[config.mk]
export PLATFORM = sky130hd
export DESIGN_NAME = lc_cluster
export DESIGN_NICKNAME = d
export VERILOG_FILES = /design/src/rtl/lc_cfg_mem.v /design/src/rtl/lc_cluster.v
export VERILOG_INCLUDE_DIRS = /design/src /design/src/rtl
export SDC_FILE = /design/constraint.sdc
export NUM_CORES = 2
export LEC_CHECK = 0
export BUFFER_PORTS_ARGS = -buffer_cell sky130_fd_sc_hd__clkbuf_2
export CORE_MARGIN = 5
export CORE_UTILIZATION = 50
export CTS_BUF_LIST = sky130_fd_sc_hd__clkbuf_8
export DETAILED_ROUTE_END_ITERATION = 16
export PLACE_DENSITY = 0.72
export SLEW_MARGIN = 20
export SYNTH_ARGS = -nofsm -noshare
export SYNTH_HDL_FRONTEND = slang
export SYNTH_SLANG_ARGS = --single-unit
[constraint.sdc]
create_clock -name core_clk -period 13.2 [get_ports core_clk]
set_input_delay 0.66 -clock core_clk [delete_from_list [all_inputs] [get_ports core_clk]]
set_output_delay 0.66 -clock core_clk [all_outputs]
set_load 0.03 [all_outputs]
[src/rtl/lc_cluster_map.vh]
// constants for the logic cluster: sizes, config word layout, control slots
`ifndef LC_CLUSTER_MAP_VH
`define LC_CLUSTER_MAP_VH
`define LC_CELLS 10
`define LC_EXT_IN 26
`define LC_ROUTE_IN 26
`define LC_LINK_IN 10
`define LC_LOCAL 36
`define LC_GLOBALS 4
`define LC_SEL_W 6
// source numbering for the 26 external slots
`define LC_SRC_ROUTE 0
`define LC_SRC_LEFT 26
`define LC_SRC_RIGHT 36
// source numbering on the local bus (36 local lines plus global lines)
`define LC_SRC_EXT 0
`define LC_SRC_FEEDBACK 26
`define LC_SRC_GLOBAL 36
// per-cell configuration word
`define LC_CFG_W 46
`define LC_F_MASK 0
`define LC_F_D0 16
`define LC_F_D1 22
`define LC_F_D2 28
`define LC_F_D3 34
`define LC_F_CLK_TWO 40
`define LC_F_ACLR_TWO 41
`define LC_F_ARITH 42
`define LC_F_LUT_CHAIN 43
`define LC_F_REG_CHAIN 44
`define LC_F_OUT_REG 45
`define LC_CFG_RESET 46'h0
// cluster control slots
`define LC_CTL_N 8
`define LC_CTL_GATE_ONE 0
`define LC_CTL_GATE_TWO 1
`define LC_CTL_ACLR_ONE 2
`define LC_CTL_ACLR_TWO 3
`define LC_CTL_SCLR 4
`define LC_CTL_ALOAD 5
`define LC_CTL_SLOAD 6
`define LC_CTL_ADDSUB 7
`define LC_CTL_IDLE 8'h03
`endif

[src/rtl/lc_cfg_mem.v]
// configuration store: one word per logic cell, all words read from registers
module lc_cfg_mem #(
  parameter WIDTH = 46,
  parameter DEPTH = 10,
  parameter AW = 4
) (
  input wire core_clk,
  input wire rst_n,
  input wire clk_en,
  input wire wr_en,
  input wire [AW-1:0] wr_addr,
  input wire [WIDTH-1:0] wr_data,
  output wire [WIDTH*DEPTH-1:0] rd_flat
);
  reg [WIDTH-1:0] mem [0:DEPTH-1];
  integer k;
  genvar g;

  always @(posedge core_clk or negedge rst_n) begin
    if (!rst_n) begin
      for (k = 0; k < DEPTH; k = k + 1) begin
        mem[k] <= {WIDTH{1'b0}};
      end
    end else if (clk_en && wr_en && (wr_addr < DEPTH)) begin
      mem[wr_addr] <= wr_data;
    end
  end

  generate
    for (g = 0; g < DEPTH; g = g + 1) begin : rd
      assign rd_flat[g*WIDTH +: WIDTH] = mem[g];
    end
  endgenerate
endmodule

[src/rtl/lc_cluster.v]
// logic cluster: ten logic cells, local interconnect, chains, cluster controls
//
// Contract
// - ten logic cells share interconnect and controls
// - 26 external inputs plus ten feedback lines
// - lut cascade feeds next cell directly
// - register cascade builds shift chains
// - routing, own outputs, side links drive interconnect
// - each output reaches thirty cells
// - eight cluster controls: gates, clears, loads, addsub
// - each clock tied to its own gate
// - clock one uses rising edges, clock two rising or falling
// - deasserted gate stops its cluster clock
// - preset via async load with data one
// - addsub selects one-bit add or subtract
// - controls from column clocks or local lines
// - four global lines carry clocks or controls
// - subtract inverts b, forces carry-in one
// - sync clear and load hit all registers
`include "lc_cluster_map.vh"
module lc_cluster #(
  parameter CELLS = `LC_CELLS,
  parameter EXT = `LC_EXT_IN,
  parameter CFG_W = `LC_CFG_W
) (
  input wire core_clk,
  input wire rst_n,
  input wire clk_en,
  input wire [`LC_GLOBALS-1:0] col_clk,
  input wire [`LC_ROUTE_IN-1:0] row_column_routing,
  input wire [`LC_LINK_IN-1:0] side_neighbour_link_left,
  input wire [`LC_LINK_IN-1:0] side_neighbour_link_right,
  input wire reg_chain_in,
  input wire [EXT*`LC_SEL_W-1:0] ext_sel,
  input wire [1:0] clk_one_sel,
  input wire [1:0] clk_two_sel,
  input wire clk_two_falling,
  input wire [`LC_CTL_N-1:0] ctl_use,
  input wire [`LC_CTL_N*`LC_SEL_W-1:0] ctl_sel,
  input wire cfg_wr_en,
  input wire [3:0] cfg_wr_addr,
  input wire [CFG_W-1:0] cfg_wr_data,
  output reg [CELLS-1:0] cell_out,
  output reg [CELLS-1:0] link_out_left,
  output reg [CELLS-1:0] link_out_right,
  output reg reg_chain_out,
  output reg carry_out,
  output reg [`LC_CTL_N-1:0] ctl_active
);
  // one bit out of a zero-padded source vector
  function pick;
    input [63:0] vec;
    input [5:0] idx;
    begin
      pick = vec[idx];
    end
  endfunction

  // edge of a selected column clock
  function clk_edge;
    input [3:0] now;
    input [3:0] prev;
    input [1:0] sel;
    input falling;
    begin
      if (falling) begin
        clk_edge = prev[sel] & ~now[sel];
      end else begin
        clk_edge = now[sel] & ~prev[sel];
      end
    end
  endfunction

  wire [CFG_W*CELLS-1:0] cfg_flat;
  reg [CELLS-1:0] q;
  reg [`LC_GLOBALS-1:0] col_prev;
  reg [CELLS-1:0] next_q;
  reg [CELLS-1:0] next_out;
  reg [CELLS-1:0] lut;
  reg [CELLS:0] carry;
  reg [EXT-1:0] ext_line;
  reg [`LC_CTL_N-1:0] ctl;
  reg [63:0] ext_src;
  reg [63:0] lcl_src;
  reg ev_one;
  reg ev_two;
  reg [CFG_W-1:0] w;
  reg [3:0] d;
  reg b_eff;
  reg dreg;
  reg ev;
  reg clr;
  integer i;
  integer k;
  localparam [`LC_CTL_N-1:0] CTL_IDLE = `LC_CTL_IDLE;

  // per-cell configuration for the ten cells
  lc_cfg_mem #(
    .WIDTH(CFG_W),
    .DEPTH(CELLS),
    .AW(4)
  ) u_cfg (
    .core_clk(core_clk),
    .rst_n(rst_n),
    .clk_en(clk_en),
    .wr_en(cfg_wr_en),
    .wr_addr(cfg_wr_addr),
    .wr_data(cfg_wr_data),
    .rd_flat(cfg_flat)
  );

  always @* begin
    // routing and both side links feed the slots
    ext_src = {18'h0, side_neighbour_link_right, side_neighbour_link_left, row_column_routing};
    for (k = 0; k < EXT; k = k + 1) begin
      ext_line[k] = pick(ext_src, ext_sel[k*`LC_SEL_W +: `LC_SEL_W]);
    end
    // ten feedback lines after the slots
    // global lines usable as control sources
    lcl_src = {24'h0, col_clk, cell_out, ext_line};
    // controls from local lines or column clocks
    for (k = 0; k < `LC_CTL_N; k = k + 1) begin
      if (ctl_use[k]) begin
        ctl[k] = pick(lcl_src, ctl_sel[k*`LC_SEL_W +: `LC_SEL_W]);
      end else begin
        ctl[k] = CTL_IDLE[k];
      end
    end
    // clock two may follow the falling edge
    ev_one = clk_edge(col_clk, col_prev, clk_one_sel, 1'b0);
    ev_two = clk_edge(col_clk, col_prev, clk_two_sel, clk_two_falling);
    // subtract forces carry-in one at the first cell
    carry[0] = ctl[`LC_CTL_ADDSUB];
    next_q = q;
    next_out = cell_out;
    lut = {CELLS{1'b0}};
    w = {CFG_W{1'b0}};
    d = 4'h0;
    b_eff = 1'b0;
    dreg = 1'b0;
    ev = 1'b0;
    clr = 1'b0;
    for (i = 0; i < CELLS; i = i + 1) begin
      w = cfg_flat[i*CFG_W +: CFG_W];
      d[0] = pick(lcl_src, w[`LC_F_D0 +: `LC_SEL_W]);
      d[1] = pick(lcl_src, w[`LC_F_D1 +: `LC_SEL_W]);
      d[2] = pick(lcl_src, w[`LC_F_D2 +: `LC_SEL_W]);
      d[3] = pick(lcl_src, w[`LC_F_D3 +: `LC_SEL_W]);
      if (w[`LC_F_LUT_CHAIN]) begin
        d[0] = (i == 0) ? 1'b0 : lut[(i == 0) ? 0 : i-1];
      end
      // one-bit add or subtract per cell
      b_eff = d[1] ^ ctl[`LC_CTL_ADDSUB];
      if (w[`LC_F_ARITH]) begin
        lut[i] = d[0] ^ b_eff ^ carry[i];
        carry[i+1] = (d[0] & b_eff) | (carry[i] & (d[0] ^ b_eff));
      end else begin
        lut[i] = w[`LC_F_MASK + d];
        carry[i+1] = 1'b0;
      end
      // register fed by previous cell's register
      if (w[`LC_F_REG_CHAIN]) begin
        dreg = (i == 0) ? reg_chain_in : q[(i == 0) ? 0 : i-1];
      end else begin
        dreg = lut[i];
      end
      // clock choice carries its paired gate
      if (w[`LC_F_CLK_TWO]) begin
        ev = ev_two & ctl[`LC_CTL_GATE_TWO];
      end else begin
        ev = ev_one & ctl[`LC_CTL_GATE_ONE];
      end
      clr = w[`LC_F_ACLR_TWO] ? ctl[`LC_CTL_ACLR_TWO] : ctl[`LC_CTL_ACLR_ONE];
      // async clear first, then async load
      if (clr) begin
        next_q[i] = 1'b0;
      end else if (ctl[`LC_CTL_ALOAD]) begin
        // load data from data3, high gives preset
        next_q[i] = d[3];
      end else if (ev) begin
        // shared sync clear and load on every register
        if (ctl[`LC_CTL_SCLR]) begin
          next_q[i] = 1'b0;
        end else if (ctl[`LC_CTL_SLOAD]) begin
          next_q[i] = d[3];
        end else begin
          next_q[i] = dreg;
        end
      end
      next_out[i] = w[`LC_F_OUT_REG] ? next_q[i] : lut[i];
    end
  end

  always @(posedge core_clk or negedge rst_n) begin
    if (!rst_n) begin
      q <= {CELLS{1'b0}};
      col_prev <= {`LC_GLOBALS{1'b0}};
      cell_out <= {CELLS{1'b0}};
      link_out_left <= {CELLS{1'b0}};
      link_out_right <= {CELLS{1'b0}};
      reg_chain_out <= 1'b0;
      carry_out <= 1'b0;
      ctl_active <= {`LC_CTL_N{1'b0}};
    end else if (clk_en) begin
      q <= next_q;
      col_prev <= col_clk;
      cell_out <= next_out;
      // outputs also go left and right: 10+10+10 cells
      link_out_left <= next_out;
      link_out_right <= next_out;
      reg_chain_out <= next_q[CELLS-1];
      carry_out <= carry[CELLS];
      // at most eight controls, seen as registered values one cycle later
      ctl_active <= ctl;
    end
  end
endmodule

==> reports/metrics.csv <==
stage,metric,value,unit
run_status,status,"complete, but fails checks",
run_status,failing checks,negative hold slack,
synth,Yosys warning total,0,
power,Worst VDD drop,0.000141,V
finish,most frequent cells in the layout,"mux4_2, mux2i_1, mux2_2, dfrtp_1, buf_4",
die,full die area,107000,µm²
synth,post-synth cell types,100,
critical_path,slowest CP cell,fa_1,
critical_path,Worst Setup Start Kind,input port,
finish,fraction of layout cells with a size suffix above 1,48.2,%
critical_path,largest fanout on the critical path,8,
power,Pint,5.10,mW
timing,Final Critical Period,13.08,ns
critical_path,CP most frequent cell,buf_4,
die,num rows,116,
power,switching portion of total power,42.9,%
timing,Hold Fails Final Rpt,1,
clock_tree,CTS Buf Count,82,
finish,final core occ,57.9,%
drt,number of vias per cell,7.39,
flow_run,Max-Cap Viols,0,
synth,register bit total from synthesis,493,
die,Initial Utilization,50.2,%
global_route,initial antenna violation count,32,
synth,post-synthesis average cell area,11.3,µm²
place,Final Wtd Congestion,1.01,
clock_tree,Clock Sinks,493,
worst_hold_path,worst min path class,input port to asynchronous set/reset pin,
clock_tree,"Clk pin slew, worst setup/hold paths",0.06,ns
die,die width,327,µm
finish,Layout Cells excl Fill,6084,
critical_path,WS Path Type,input port to register,
global_route,largest net degree at the start of global routing,146,
synth,Post-Syn Instances,4420,
critical_path,WP data arrival,13.64,ns
power,Clk pwr share,16.9,%
synth,ys async rst share,100,%
synth,"Top FF cell, synth",dfrtp_1,
clock_tree,clk buf depth,3,
critical_path,WP data required,13.77,ns
die,core area,99900,µm²
power,NetSw,3.83,mW
timing,unrepaired setup endpoints after global routing,true,
synth,sequential-to-total area share from yosys stat,24.6,%
power,Flop pwr share,26.4,%
drt,drt initial violations,6693,
finish,"commonest non-fill, non-tap cell in the layout",mux4_2,
power,part of the power in combinational logic,56.7,%
clock_tree,CTS tree,built,
die,Die Span Y,327,µm
timing,Fmax,76.5,MHz
global_route,first-pass GRT wire length,292000,µm
timing,Worst Tran Pin Value,1.25,ns
drt,drt pass-1 iters,14,
synth,Post-synth EDFFs,0,
global_route,vias in the first global route,43945,
synth,Synth top area share,29.0,%
synth,post-synthesis cell area,50100,µm²
drt,Routed WL per cell,32.9,µm
synth,"area leader, netlist",mux4_2,
global_route,GR Overflow Total,0,
clock_tree,Root Buffer,clkbuf_8,
timing,final number of setup-violating endpoints,0,
drt,final WL,200000,µm
place,Detail Placement HPWL,133000,µm
power,Pleak,24.0,nW
finish,area grow syn2layout,15.4,%
clock_tree,Post-CTS Hold Fix Bufs,0,
timing,slew margin rel.,16.2,%
clock_tree,clk_lat worst skew,0.72,ns
critical_path,nature of the critical path endpoint,register,
drt,remaining routing DRC violations,0,
critical_path,CP max stage delay,0.58,ns
timing,Final Max Slew Viols,0,
synth,"top cells by area, synth","mux4_2, dfrtp_1, mux2_2, mux2i_1, clkbuf_1",
global_route,Total Routing Usage GR,36.2,%
timing,final hold slack,-0.000964,ns
finish,nets,5029,
timing,Fin Clk Skew,0.0298,ns
drt,vias,44976,
synth,syn nets,4751,
timing,period utilization,99.1,%
clock_tree,H-tree levels,3,
critical_path,R2R Setup Slk,0.49,ns
place,dpl cells,5888,
die,I/O pin total,362,
power,Pwr per Cell Area,154,nW/µm²
drt,ANT nets after route,0,
place,I/O Buffers,361,
==> critical path, delay by kind of cell <==
family / cells / cell delay [ns]
buffers and inverters: 11 / 1.65
adder cells (fa/ha/maj): 5 / 2.48
multiplexers: 5 / 1.22
AND/OR/NAND/NOR: 14 / 2.08
XOR/XNOR: 1 / 0.16
AO/OA/AOI/OAI: 26 / 5.38
==> stage by stage <==
stage,TNS [ns],cell area (µm²),total power [mW],setup WS [ns]
3_3_place_gp,-1.27,55400,6.91,-0.510
3_5_place_dp,-2.96,55400,7.02,-0.837
6_report,0,57800,8.93,0.122
4_1_cts,0,57200,8.53,0.00946
2_1_floorplan,0,50400,5.40,0.00927
5_1_grt,-0.732,57800,9.25,-0.328
==> repair_timing <==
action                     4_1_cts  5_1_grt
gates cloned                     0        2
pin swaps                        0       51
gates resized for setup          1       94
setup buffers                    0       22
setup endpoints to repair        1        6
==> registers in the layout (all words and copies together) (netlist names) <==
register / cells
reg_chain_out: 1
link_out_right: 10
carry_out: 1
ctl_active: 8
q: 9
clk_edge.prev: 4
u_cfg.rd_flat: 460
==> synthesized netlist by cell type (16+ instances only) <==
master     instances
a2111oi_0         17
a211oi_1          45
a21oi_1          121
a22oi_1           91
a31oi_1           24
and2_1            37
buf_1            118
buf_2             65
buf_4             29
clkbuf_1         457
dfrtp_1          493
inv_1             72
mux2_2           533
mux2i_1          558
mux4_2           645
nand2_1          211
nand2b_1          37
nand3_1           33
nand3b_1          22
nor2_1           207
nor2b_1           64
nor3_1            42
nor3b_1           23
o211ai_1          21
o21ai_0          137
o21ai_1           22
o22ai_1           17
o31ai_1           16
==> kinds of logic (layout without fill, tap and decap cells) <==
logic type                 Yosys count  in the layout  synth area share [%]
AOI/OAI and AO/OA                  679            679                  9.33
xor gates and xnor gates            10             10                 0.175
adders and majority gates            9              9                 0.359
buffers and inverters              749           1091                  6.06
DFF                                493            493                  24.6
muxes                             1743           1743                  52.3
other                                0             24                     0
and+or+nand+nor                    737            737                  7.20
==> power by group through the flow <==
| stage | registers (mW) | clock network, mW | logic (mW) |
|---|---|---|---|
| 2_1_floorplan | 2.06 | 0 | 3.34 |
| 3_3_place_gp | 2.35 | 0 | 4.56 |
| 3_5_place_dp | 2.37 | 0 | 4.66 |
| 4_1_cts | 2.34 | 1.51 | 4.68 |
| 5_1_grt | 2.42 | 1.58 | 5.25 |
| 6_report | 2.36 | 1.51 | 5.07 |
==> final timing paths <==
check / startpoint / endpoint / depth (start not counted)
max: side_neighbour_link_right[4] / reg_chain_out / 62
min: rst_n / u_cfg.rd_flat[413] / 1
max reg2reg: u_cfg.rd_flat[16] / reg_chain_out / 55
min reg2reg: u_cfg.rd_flat[324] / u_cfg.rd_flat[324] / 1
max in group asynchronous: rst_n / u_cfg.rd_flat[263] / 3
min in group core_clk: ctl_use[3] / ctl_active[3] / 3
==> per-layer routing <==
metal | track usage, % | part of all wire [%] | vias up
met2 | 52.0 | 42 | 3929
met5 | 0.136 | 0.10 | -
li1 | - | - | 17762
met4 | 20.1 | 7.1 | 12
met1 | 46.9 | 35 | 22242
met3 | 14.5 | 15 | 1031
==> layout make-up <==
class / instances / area, µm²
flip-flops and latches: 493 / 12300
clock inverters: 42 / 333
well taps: 1298 / 1620
diodes: 24 / 60.1
clock buffers: 106 / 1460
multi-input cells: 3178 / 35200
repair buffers: 871 / 6590
fillers: 7977 / 42000
inverters: 72 / 270
Power figures use the tool's default switching activity.
